## config.mk

```make
export PLATFORM = sky130hd
export DESIGN_NAME = rlr_exec
export DESIGN_NICKNAME = d
export VERILOG_FILES = /design/src/design/rlr_file_mem.v /design/src/design/rlr_exec.v
export VERILOG_INCLUDE_DIRS = /design/src /design/src/design
export SDC_FILE = /design/constraint.sdc
export NUM_CORES = 1
export LEC_CHECK = 0
export BUFFER_PORTS_ARGS = -buffer_cell sky130_fd_sc_hd__buf_2
export CORE_MARGIN = 5
export CORE_UTILIZATION = 40
export CTS_CLUSTER_SIZE = 10
export DETAILED_ROUTE_END_ITERATION = 16
export HOLD_SLACK_MARGIN = 0.15
export MAX_ROUTING_LAYER = met4
export SLEW_MARGIN = 20
export SYNTH_ARGS = -nofsm -noshare
export SYNTH_HDL_FRONTEND = slang
export SYNTH_SLANG_ARGS = --single-unit
```

## constraint.sdc

```tcl
create_clock -name clk -period 8 [get_ports clk]
set_clock_uncertainty 0.15 [all_clocks]
set_input_delay 1.6 -clock clk [delete_from_list [all_inputs] [get_ports clk]]
set_output_delay 1.6 -clock clk [all_outputs]
set_load 0.01 [all_outputs]
```

## src/design/rlr_exec_map.vh

```
// Constants for the return-with-literal and rotate execution datapath
`ifndef RLR_EXEC_MAP_VH
`define RLR_EXEC_MAP_VH
// ----------------------------------------
// Opcode encodings on the decoder port
// ----------------------------------------
`define RLR_OP_NONE 2'h0
`define RLR_OP_RET_LIT 2'h1
`define RLR_OP_ROT_LEFT 2'h2
`define RLR_OP_ROT_RIGHT 2'h3
// ----------------------------------------
// Destination select values
// ----------------------------------------
`define RLR_DEST_WORK 1'h0
`define RLR_DEST_FILE 1'h1
// ----------------------------------------
// Reset values, timing counts and file address width
// ----------------------------------------
`define RLR_WORK_RESET 8'h00
`define RLR_CARRY_RESET 1'h0
`define RLR_PC_RESET 15'h0000
`define RLR_RET_CYCLES 2'h2
`define RLR_FILE_ADDR_MSB 6
`endif

```

## src/design/rlr_file_mem.v

```verilog
// Small file register memory with registered read data
`timescale 1ns/1ps
module rlr_file_mem #(
	parameter AW = 7,
	parameter DW = 8
) (
	input wire clk,
	input wire wr_en,
	input wire [AW-1:0] wr_addr,
	input wire [DW-1:0] wr_data,
	input wire [AW-1:0] rd_addr,
	output reg [DW-1:0] rd_data
);
	reg [DW-1:0] mem [0:(1<<AW)-1];
	always @(posedge clk) begin
		if (wr_en) begin
			mem[wr_addr] <= wr_data;
		end
		rd_data <= mem[rd_addr];
	end
endmodule

```

## src/design/rlr_exec.v

```verilog
// Execution datapath for return-with-literal and the two carry rotates
`timescale 1ns/1ps
`include "rlr_exec_map.vh"
module rlr_exec #(
	parameter AW = 7,
	parameter PCW = 15
) (
	input wire clk,
	input wire rst,
	input wire op_valid,
	input wire [1:0] op_code,
	input wire [7:0] op_literal,
	input wire [AW-1:0] op_file_addr,
	input wire op_dest,
	input wire [PCW-1:0] stack_top_entry,
	input wire host_file_wr,
	input wire [AW-1:0] host_file_addr,
	input wire [7:0] host_file_data,
	output reg op_ready,
	output reg op_done,
	output reg [7:0] work_reg,
	output reg carry_flag,
	output reg [PCW-1:0] pc,
	output reg stack_pop,
	output reg file_wr,
	output reg [AW-1:0] file_wr_addr,
	output reg [7:0] file_wr_data
);
	// ----------------------------------------
	// State machine
	// ----------------------------------------
	localparam ST_IDLE = 2'h0;
	localparam ST_READ = 2'h1;
	localparam ST_RET2 = 2'h2;
	reg [1:0] state;
	reg [1:0] op_hold;
	reg dest_hold;
	reg [AW-1:0] addr_hold;
	wire [7:0] mem_rd;
	reg fwd_hit;
	reg [7:0] fwd_data;
	wire [7:0] rot_src;
	wire [7:0] rot_left;
	wire [7:0] rot_right;
	reg mem_wr;
	reg [AW-1:0] mem_addr;
	reg [7:0] mem_data;
	reg [7:0] next_value;
	reg next_carry;
	// Outside writes share the port; an executing rotate wins
	always @* begin
		mem_wr = host_file_wr;
		mem_addr = host_file_addr;
		mem_data = host_file_data;
		if (file_wr) begin
			mem_wr = 1'b1;
			mem_addr = file_wr_addr;
			mem_data = file_wr_data;
		end
	end
	rlr_file_mem #(.AW(AW), .DW(8)) u_mem (
		.clk(clk),
		.wr_en(mem_wr),
		.wr_addr(mem_addr),
		.wr_data(mem_data),
		.rd_addr(op_file_addr),
		.rd_data(mem_rd)
	);
	// ----------------------------------------
	// Rotate through carry
	// ----------------------------------------
	// ----------------------------------------
	// Write forwarding
	// ----------------------------------------
	// A write landing on the accept edge is missed by the registered read
	assign rot_src = fwd_hit ? fwd_data : mem_rd;
	genvar gi;
	generate
		for (gi = 0; gi < 8; gi = gi + 1) begin : g_rot
			if (gi == 0) begin : g_lsb
				assign rot_left[gi] = carry_flag;
				assign rot_right[gi] = rot_src[gi + 1];
			end else if (gi == 7) begin : g_msb
				assign rot_left[gi] = rot_src[gi - 1];
				assign rot_right[gi] = carry_flag;
			end else begin : g_mid
				assign rot_left[gi] = rot_src[gi - 1];
				assign rot_right[gi] = rot_src[gi + 1];
			end
		end
	endgenerate
	always @* begin
		if (op_hold == `RLR_OP_ROT_LEFT) begin
			next_value = rot_left;
			next_carry = rot_src[7];
		end else begin
			next_value = rot_right;
			next_carry = rot_src[0];
		end
	end
	// ----------------------------------------
	// Sequencing
	// ----------------------------------------
	always @(posedge clk) begin
		if (rst) begin
			state <= ST_IDLE;
			op_hold <= `RLR_OP_NONE;
			dest_hold <= `RLR_DEST_WORK;
			addr_hold <= {AW{1'b0}};
			fwd_hit <= 1'b0;
			fwd_data <= 8'h00;
			op_ready <= 1'b1;
			op_done <= 1'b0;
			work_reg <= `RLR_WORK_RESET;
			carry_flag <= `RLR_CARRY_RESET;
			pc <= `RLR_PC_RESET;
			stack_pop <= 1'b0;
			file_wr <= 1'b0;
			file_wr_addr <= {AW{1'b0}};
			file_wr_data <= 8'h00;
		end else begin
			op_done <= 1'b0;
			stack_pop <= 1'b0;
			file_wr <= 1'b0;
			case (state)
			ST_IDLE: begin
				if (op_valid && op_code != `RLR_OP_NONE) begin
					op_hold <= op_code;
					dest_hold <= op_dest;
					addr_hold <= op_file_addr;
					fwd_hit <= mem_wr && (mem_addr == op_file_addr);
					fwd_data <= mem_data;
					op_ready <= 1'b0;
					if (op_code == `RLR_OP_RET_LIT) begin
						// Flags untouched on the return path
						work_reg <= op_literal;
						pc <= stack_top_entry;
						stack_pop <= 1'b1;
						state <= ST_RET2;
					end else begin
						// Memory read is registered, so wait one cycle
						state <= ST_READ;
					end
				end
			end
			ST_READ: begin
				carry_flag <= next_carry;
				if (dest_hold == `RLR_DEST_WORK) begin
					work_reg <= next_value;
				end else begin
					file_wr <= 1'b1;
					file_wr_addr <= addr_hold;
					file_wr_data <= next_value;
				end
				op_done <= 1'b1;
				op_ready <= 1'b1;
				state <= ST_IDLE;
			end
			ST_RET2: begin
				// Second cycle: pipeline flush slot
				op_done <= 1'b1;
				op_ready <= 1'b1;
				state <= ST_IDLE;
			end
			default: begin
				op_ready <= 1'b1;
				state <= ST_IDLE;
			end
			endcase
		end
	end
endmodule

```

==> results of run 1 <==
-- power by group through the flow --
stage,registers (mW),logic [mW],clock network [mW]
final,6.33,0.633,4.83
after global routing,6.33,0.671,5.19
after CTS,6.33,0.639,4.93
after detailed placement,6.45,0.637,0
after global placement,6.45,0.624,0
after floorplan,6.44,0.406,0
-- path summary, 6_finish.rpt --
check | from | end | slack (ns) | cells past startpoint
setup / recovery | op_file_addr[2] | u_mem.rd_data[6]$_DFF_P_ | 3.38 | 6
hold / removal | pc[10]$_SDFFE_PP0P_ | pc[10]$_SDFFE_PP0P_ | 0.31 | 2
setup reg to reg | file_wr$_SDFF_PP0_ | u_mem.mem[62][1]$_DFFE_PP_ | 4.23 | 5
hold reg to reg | pc[10]$_SDFFE_PP0P_ | pc[10]$_SDFFE_PP0P_ | 0.31 | 2
-- per-layer routing --
layer  vias up  global-route usage
met2       793               0.288
li1       8429                   -
met5         -                   -
met3       151              0.0349
met4         0              0.0468
met1     11000               0.248
-- cells in the mapped netlist --
cell type	instances	area, µm²
a211oi_1	8	60.1
a221oi_1	1	8.76
dfxtp_1	72	1440
o21ai_0	6	30.0
inv_1	5	18.8
nand3_1	15	75.1
nor2_1	165	619
buf_2	13	65.1
a22o_1	1	8.76
mux4_2	343	7720
xnor2_1	1	8.76
o211ai_1	1	7.51
nand4_1	4	25.0
clkbuf_1	64	240
buf_1	21	78.8
xor2_1	6	52.6
nand3b_1	3	22.5
ha_1	2	25.0
nand2_1	100	375
a32o_1	1	10.0
nand2b_1	4	25.0
or2_2	2	12.5
edfxtp_1	1024	30700
a21oi_1	42	210
buf_4	12	90.1
o211a_1	1	10.0
buf_6	2	22.5
mux2_2	17	191
or3_1	1	6.26
a21o_1	2	15.0
o31ai_1	1	7.51
nor3_1	10	50.1
nor2b_1	3	18.8
and2_1	1	6.26
mux2i_1	18	180
a22oi_1	1	7.51
-- area by class of cell --
| class | instances | area [µm²] | area share |
|---|---|---|---|
| sequential | 1096 | 32200 | 0.672 |
| multi-input combinational | 760 | 9840 | 0.205 |
| tap | 1391 | 1740 | 0.0363 |
| inverter | 5 | 18.8 | 0.000392 |
| clock buffer | 162 | 3220 | 0.0672 |
| antenna | 9 | 22.5 | 0.000470 |
| clock inverter | 11 | 101 | 0.00211 |
| timing repair buffer | 125 | 791 | 0.0165 |
-- per-stage QoR --
| stage | util | cell area, µm² | setup WS, ns |
|---|---|---|---|
| 2_1_floorplan | - | 42500 | 3.75 |
| 3_3_place_gp | 0.423 | 44500 | 2.61 |
| 6_report | 0.455 | 47900 | 3.38 |
| 3_5_place_dp | 0.423 | 44500 | 2.60 |
| 4_1_cts | 0.454 | 47900 | 3.32 |
| 5_1_grt | 0.455 | 47900 | 3.28 |
-- cells by family (layout without fill, tap and decap cells) --
| group | count (synthesis) | after routing | synth area share |
|---|---|---|---|
| AO/OA/AOI/OAI | 65 | 65 | 0.00883 |
| adder cells (fa/ha/maj) | 2 | 2 | 0.000589 |
| XOR/XNOR | 7 | 7 | 0.00144 |
| flip-flops | 1096 | 1096 | 0.757 |
| buffers and inverters | 117 | 303 | 0.0121 |
| multiplexers | 378 | 378 | 0.191 |
| other | 0 | 9 | 0 |
| AND/OR/NAND/NOR | 308 | 308 | 0.0291 |
-- critical path: stages --
cell    delay (ns)
buf_8         0.55
buf_4         0.85
mux4_2        0.43
mux4_2        0.55
mux4_2        0.64
mux2_2        0.32
==> results.py, run 1 <==
metrics = {
    "outcome": {
        "status": "completed",
    },
    "sta": {
        "fin_crit_ns": 4.62,
        "hold_ws_ns": 0.307,
        "maxSlewHeadroom": 0.250,
        "fin_crit_sh": 0.577,
        "setup_viol": 0,
        "final.setup.tns_ns": 0,
        "maxSlewViolCount": 0,
        "hold_violations": 0,
        "max_freq_mhz": 216,
        "tightestPinTransition_ns": 1.12,
        "rsz0062_at_grt": "no",
    },
    "yosys": {
        "synth_nets": 2027,
        "post_synth_num_cell_types": 36,
        "synth_cells": 1973,
        "yosys_warnings": 0,
        "synth-seq-cells": 1096,
        "seq_area_frac_synth": 0.757,
        "avgSynthCellArea_um2": 21.5,
        "synth_area_um2": 42500,
    },
    "drt": {
        "wl_met2_mm": 48.7,
        "wirelength_mm": 100,
        "wl_met1_mm": 41.5,
        "wl_met3_mm": 7.80,
        "vias": 20300,
        "post-route-drc-count": 0,
        "drt_iter0_drc": 2212,
        "post_drt_wl_per_cell_um": 28.2,
        "antenna_left": 0,
        "via_per_inst": 5.72,
        "dr.pass1.iters": 7,
        "highest_layer": "met4",
    },
    "clock_network": {
        "numClockSinks": 1096,
        "clock_latency_ns": 0.69,
        "cts_made_buffers": 121,
        "postCtsSetupBuffers": 0,
        "tritoncts": "done",
        "cts_htree_levels": 3,
        "clock_path_buffers": 3,
        "cts_resized": 0,
        "cts_root_buffer": "clkbuf_16",
        "path_clk_slew_ns": 0.06,
        "cts_hold_buf": 0,
    },
    "layout": {
        "drive_gt1_frac": 0.290,
        "fin_cells": 3559,
        "regMostFlops": "u_mem.mem",
        "syn_to_final_growth_pct": 12.8,
        "fill_cells": 8757,
        "largest_register_ffs": 1024,
        "final_common_cell": "edfxtp_1",
        "top_regs": "u_mem.mem (1024), pc (15)",
        "num-nets-final": 2163,
        "final_cell_mix": "edfxtp_1 (1024), mux4_2 (343), nor2_1 (158)",
    },
    "die": {
        "ios": 95,
        "initial_core_util": 0.403,
        "die-width_um": 336,
        "die_y_um": 336,
        "core_area_um2": 105000,
        "die-area_um2": 113000,
        "rows": 119,
    },
    "grt": {
        "grt_max_degree": 100,
        "grt_usage": 0.182,
        "grt_pass1_wl_mm": 146,
        "grt_antenna_before_repair": 12,
        "grt-ovfl-total": 0,
        "grt_pass1_vias": 20600,
    },
    "power_and_ir_drop": {
        "finalPower_mw": 11.8,
        "p_leak_nw": 14.8,
        "vdd_drop_max_v": 0.000187,
        "powerDensity_nw_per_um2": 246,
        "switchingPower_mw": 2.48,
        "clockPowerShare": 0.410,
        "pwr-share-seq": 0.537,
        "comb_power_share": 0.054,
        "internal-power_mw": 9.32,
        "swShare": 0.210,
    },
    "setup_path": {
        "cp_max_fo": 97,
        "end_kind": "flip-flop",
        "required_ns": 8.42,
        "worst_setup_path_start_kind": "input pin",
        "cp.arrival_ns": 5.04,
        "crit_type": "in2reg",
    },
    "placed_design": {
        "io_buffers": 94,
        "place_inst": 3376,
        "place.detailed.hpwl_mm": 59.1,
        "gp_congestion": 0.826,
    },
    "min_path": {
        "hold_class": "reg2reg",
    },
    "job": {
        "cap_violations": 0,
    },
}
Power figures use the tool's default switching activity.
==> inputs of run 2 (changes only) <==
Settings changed: ABC_AREA set to 1.
Clock period 8 ns to 3.9 ns, I/O delays scaled along.
==> results.py, run 2 <==
metrics = {
    "outcome": {
        "status": "completed",
    },
    "yosys": {
        "yosysTopAreaCell": "edfxtp_1",
        "synth-seq-cells": 1096,
        "yosys_warnings": 0,
        "synthSimpleGateAreaFrac": 0.235,
        "synth_top_area_frac": 0.690,
        "synth_most_common_cell": "nand2_1",
        "avgSynthCellArea_um2": 11.3,
        "synthXorXnorAreaFrac": 0.000786,
        "synth-edff-count": 1024,
        "post_synth_num_cell_types": 31,
        "synth.area.top_cells": "edfxtp_1 (69%), nand2_1 (11%), nand3_1 (11%)",
        "synth_ff_type": "edfxtp_1",
        "synth_top_family_by_area": "simple AND/OR/NAND/NOR gates",
        "synthArstFlopShare": 0,
        "synth_area_um2": 44500,
        "synth_nets": 4008,
        "yosys-top-cells-count": "nand2_1 (1339), edfxtp_1 (1024), nand3_1 (948)",
        "seq_area_frac_synth": 0.723,
        "synth_cells": 3954,
        "synth_compound_area_frac": 0.0113,
        "synth_fa_ha_area_frac": 0.000562,
        "synthMuxAreaShare": 0,
    },
    "placed_design": {
        "io_buffers": 94,
        "place.detailed.hpwl_mm": 69.3,
        "gp_congestion": 0.865,
        "place_inst": 5394,
        "placed_area_um2": 47000,
        "pre_cts_ws_ns": 0.615,
    },
    "sta": {
        "maxSlewViolCount": 0,
        "maxSlewHeadroom": 0.192,
        "fin_crit_sh": 0.825,
        "max_freq_mhz": 311,
        "worst_slack_ns": 0.681,
        "setup_viol": 0,
        "fin_crit_ns": 3.22,
        "rsz0062_at_grt": "no",
        "tightestPinTransition_ns": 1.21,
        "hold_violations": 0,
        "hold_ws_ns": 0.214,
    },
    "drt": {
        "via_per_inst": 5.29,
        "post_drt_wl_per_cell_um": 21.1,
        "vias": 29600,
        "post-route-drc-count": 0,
        "dr.pass1.iters": 5,
        "antenna_left": 0,
        "wirelength_mm": 118,
        "drt_iter0_drc": 2695,
    },
    "min_path": {
        "hold_class": "in2reg",
        "holdPathEnd": "work_reg[3]$_SDFFE_PP0P_",
        "hp-start": "op_literal[3]",
        "whs_path_depth": 3,
    },
    "clock_network": {
        "tritoncts": "done",
        "cts_hold_buf": 18,
        "cts_resized": 0,
        "cts_htree_levels": 3,
        "cts_made_buffers": 121,
        "cts_root_buffer": "clkbuf_16",
        "postCtsSetupBuffers": 0,
        "clock_path_buffers": 3,
        "numClockSinks": 1096,
        "path_clk_slew_ns": 0.06,
        "clock_latency_ns": 0.69,
    },
    "grt": {
        "grt_pass1_wl_mm": 176,
        "grt_usage": 0.202,
        "grt_antenna_before_repair": 6,
        "grt-ovfl-total": 0,
        "grt_max_degree": 155,
        "grt_pass1_vias": 28400,
    },
    "power_and_ir_drop": {
        "p_leak_nw": 18.1,
        "powerDensity_nw_per_um2": 487,
        "vdd_drop_max_v": 0.000451,
    },
    "die": {
        "die-width_um": 344,
        "core_area_um2": 111000,
        "initial_core_util": 0.402,
        "die_y_um": 344,
        "rows": 122,
        "die-area_um2": 118000,
        "ios": 95,
    },
    "setup_path": {
        "reg2reg_depth": 6,
        "regToRegEndpoint": "u_mem.mem[96][0]$_DFFE_PP_",
        "worst_setup_path_start_kind": "flip-flop",
        "crit_type": "reg2reg",
        "cp.arrival_ns": 3.36,
        "crit_start": "file_wr$_SDFF_PP0_",
        "end_kind": "flip-flop",
        "r2r_start": "file_wr$_SDFF_PP0_",
        "cp_max_fo": 16,
        "reg2reg_slack_ns": 0.68,
        "required_ns": 4.04,
    },
    "layout": {
        "top_regs": "u_mem.mem (1024), pc (15)",
        "largest_register_ffs": 1024,
        "num-nets-final": 4101,
        "final_cell_mix": "nand2_1 (1333), edfxtp_1 (1024), nand3_1 (948)",
        "fill_cells": 10100,
        "regArea_um2": 32200,
        "final_util": 0.456,
        "fin_cells": 5588,
        "final_common_cell": "nand2_1",
        "drive_gt1_frac": 0.0869,
        "fin_area_um2": 50500,
        "syn_to_final_growth_pct": 13.3,
        "regMostFlops": "u_mem.mem",
        "multi_input_area_um2": 11100,
    },
    "job": {
        "cap_violations": 0,
    },
}
[run 2: changes by cell type after synthesis, moves of 7 or more]
| cell | before | now |
|---|---|---|
| a21oi_1 | 42 | 30 |
| a31oi_1 | 0 | 8 |
| o21ai_0 | 6 | 50 |
| mux2i_1 | 18 | 0 |
| buf_2 | 13 | 161 |
| inv_1 | 5 | 35 |
| nand3_1 | 15 | 948 |
| buf_4 | 12 | 1 |
| nand2_1 | 100 | 1339 |
| mux2_2 | 17 | 0 |
| a211oi_1 | 8 | 1 |
| nor2_1 | 165 | 157 |
| mux4_2 | 343 | 0 |
[run 2: worst max-delay path, stage by stage (launching register included)]
cell and delay (ns):
dfxtp_1 0.53, inv_2 0.22, nand2_1 0.11, nand2_1 0.16, nor2_1 0.41, nand3_1 0.40
nor2_1 0.85
[run 2: cells by family (layout without fill, tap and decap cells)]
kind of cell,after synthesis,in the layout
xor+xnor,4,4
fa+ha+maj,2,2
buf+inv,295,437
compound gates,94,94
flops,1096,1096
simple gates,2463,2463
other cells,0,4
[run 2: power by group]
| group | switching [mW] | total [mW] | internal, mW |
|---|---|---|---|
| sequential | 0.0381 | 13.0 | 13.0 |
| clock | 4.26 | 9.89 | 5.63 |
| combinational | 1.26 | 1.71 | 0.447 |
| total | 5.56 | 24.6 | 19.0 |
[run 2: routing by layer]
| metal | global-route usage | routed length, µm | vias to the layer above |
|---|---|---|---|
| met5 | - | 0 | - |
| met4 | 0.0637 | 3410 | 0 |
| met1 | 0.266 | 49400 | 14400 |
| met2 | 0.319 | 56700 | 968 |
| li1 | - | - | 14000 |
| met3 | 0.0380 | 8460 | 208 |
[run 2: final cells by class]
| type | count | area share |
|---|---|---|
| sequential | 1096 | 0.638 |
| multi-input combinational | 2563 | 0.220 |
| clock buffer | 165 | 0.0639 |
| tap | 1488 | 0.0369 |
| timing repair buffer | 220 | 0.0361 |
| inverter | 45 | 0.00387 |
| clock inverter | 7 | 0.00104 |
| antenna | 4 | 0.000198 |
[run 2: how the worst max path moves through the flow]
stage / cells past startpoint / slack [ns] / to
floorplan: 3 / -1.12 / u_mem.mem[0][7]$_DFFE_PP_
global placement: 7 / 0.60 / u_mem.mem[91][5]$_DFFE_PP_
detailed placement: 6 / 0.61 / u_mem.mem[96][7]$_DFFE_PP_
CTS: 7 / 0.68 / u_mem.mem[96][0]$_DFFE_PP_
global route: 7 / 0.52 / u_mem.mem[96][0]$_DFFE_PP_
finish: 6 / 0.68 / u_mem.mem[96][0]$_DFFE_PP_
[run 2: through the flow]
step,TNS [ns],power [mW]
3_5_place_dp,0,14.9
4_1_cts,0,24.8
5_1_grt,0,25.4
6_report,0,24.6
3_3_place_gp,0,14.9
2_1_floorplan,-285.93,14.3
==> inputs of run 3 (changes only) <==
Clock period 3.9 ns to 3.17 ns, I/O delays scaled along.
==> results.py, run 3 (synthesized netlist as in run 2, its figures left out) <==
metrics = {
    "grt": {
        "grt_antenna_before_repair": 3,
        "grt_usage": 0.215,
        "grt-ovfl-total": 0,
        "grt_max_degree": 114,
        "grt_pass1_wl_mm": 187,
        "grt_pass1_vias": 29500,
    },
    "setup_path": {
        "crit_family": "simple AND/OR/NAND/NOR gates",
        "cp_common_cell": "inv_2",
        "crit_cells": 8,
        "cp_max_fo": 10,
        "crit_chain": "inv_2 > or2_1 > o21ai_2 > inv_2 > nor2_2 > nand2_1 > nor2_1 > buf_4",
        "end_kind": "flip-flop",
        "slowest_stage": "dfxtp_1",
        "required_ns": 3.45,
        "reg2reg_depth": 8,
        "crit_path_max_incr_delay_ns": 0.55,
        "worst_setup_path_start_kind": "flip-flop",
        "crit_type": "reg2reg",
        "crit_buf_inv": 3,
        "cp.arrival_ns": 3.04,
    },
    "clock_network": {
        "cts_htree_levels": 4,
        "numClockSinks": 1096,
        "cts_resized": 0,
        "tritoncts": "done",
        "cts_made_buffers": 130,
        "path_clk_slew_ns": 0.05,
        "clock_latency_ns": 0.73,
        "cts_root_buffer": "clkbuf_16",
        "postCtsSetupBuffers": 0,
        "clock_path_buffers": 3,
    },
    "placed_design": {
        "placed_area_um2": 48200,
        "place_inst": 5540,
        "io_buffers": 94,
        "place.detailed.hpwl_mm": 75.1,
        "gp_congestion": 0.868,
    },
    "layout": {
        "fill_cells": 9964,
        "drive_gt1_frac": 0.123,
        "fin_area_um2": 52300,
        "regMostFlops": "u_mem.mem",
        "final_cell_mix": "nand2_1 (1333), edfxtp_1 (1024), nand3_1 (948)",
        "syn_to_final_growth_pct": 17.3,
        "final_util": 0.472,
        "final_common_cell": "nand2_1",
        "largest_register_ffs": 1024,
        "top_regs": "u_mem.mem (1024), pc (15)",
        "num-nets-final": 4269,
        "fin_cells": 5757,
    },
    "power_and_ir_drop": {
        "p_leak_nw": 19.2,
        "powerDensity_nw_per_um2": 603,
        "vdd_drop_max_v": 0.000539,
    },
    "die": {
        "die-area_um2": 118000,
        "initial_core_util": 0.402,
        "core_area_um2": 111000,
        "ios": 95,
        "die_y_um": 344,
        "die-width_um": 344,
        "rows": 122,
    },
    "sta": {
        "max_freq_mhz": 362,
        "maxSlewViolCount": 0,
        "maxSlewHeadroom": 0.523,
        "fin_crit_ns": 2.76,
        "setup_viol": 0,
        "fin_crit_sh": 0.871,
        "hold_ws_ns": 0.248,
        "hold_violations": 0,
        "rsz0062_at_grt": "no",
        "tightestPinTransition_ns": 0.716,
    },
    "drt": {
        "post-route-drc-count": 0,
        "wirelength_mm": 125,
        "via_per_inst": 5.36,
        "drt_iter0_drc": 3528,
        "post_drt_wl_per_cell_um": 21.8,
        "vias": 30900,
        "antenna_left": 0,
        "dr.pass1.iters": 7,
    },
    "outcome": {
        "status": "completed",
    },
    "min_path": {
        "hold_class": "in2reg",
        "whs_path_depth": 3,
    },
    "job": {
        "cap_violations": 0,
    },
}
[run 3: changes by cell type in the layout (fill, tap and decap cells not counted), sizes merged]
cell	delta
inv	+3
clkinv	+5
clkbuf	+3
buf	+146
clkinvlp	-1
dlygate4sd3	+13
[run 3: what timing repair did]
action | CTS | global route
endpoints found under the hold margin | 40 | 0
hold buffers | 31 | 0
endpoints found under the setup margin | 0 | 0
[run 3: path summary, 6_finish.rpt]
kind / start / end / slack (ns)
max: file_wr$_SDFF_PP0_ / u_mem.mem[0][1]$_DFFE_PP_ / 0.41
min: op_file_addr[5] / addr_hold[5]$_SDFFE_PP0P_ / 0.25
min reg2reg: op_ready$_SDFFE_PP1N_ / op_ready$_SDFFE_PP1N_ / 0.29
max reg2reg: file_wr$_SDFF_PP0_ / u_mem.mem[0][1]$_DFFE_PP_ / 0.41
[run 3: metrics by stage]
stage,power (mW),setup WS [ns],setup TNS [ns]
after detailed placement,18.5,0.274,0
final,31.5,0.408,0
after global placement,18.5,0.285,0
after CTS,31.8,0.445,0
after floorplan,17.5,-0.280,-71.22
after global routing,32.6,0.232,0
[run 3: per-layer routing]
layer,wire (µm),global-route usage,vias to the layer above
met1,52900,0.291,15100
met2,59400,0.334,1226
met4,3730,0.0708,0
li1,-,-,14300
met3,9400,0.0388,219
met5,0,-,-
[run 3: cell type report]
| type | count | area, µm² | area share |
|---|---|---|---|
| antenna | 4 | 10.0 | 0.000192 |
| clock buffer | 168 | 3550 | 0.0680 |
| clock inverter | 14 | 151 | 0.00290 |
| inverter | 45 | 195 | 0.00373 |
| multi-input combinational | 2563 | 11100 | 0.212 |
| sequential | 1096 | 32200 | 0.616 |
| tap | 1488 | 1860 | 0.0356 |
| timing repair buffer | 379 | 3200 | 0.0612 |
[run 3: worst register-to-register path, cell delays in order, from the launching register on]
cell	delay (ns)
dfxtp_1	0.55
inv_2	0.12
or2_1	0.24
o21ai_2	0.13
inv_2	0.11
nor2_2	0.29
nand2_1	0.36
nor2_1	0.32
buf_4	0.20
[run 3: power by group]
group	switching [mW]	internal, mW	leakage [nW]
clock network	5.51	7.80	1.80
logic	1.62	0.611	7.60
registers	0.0526	15.9	9.80
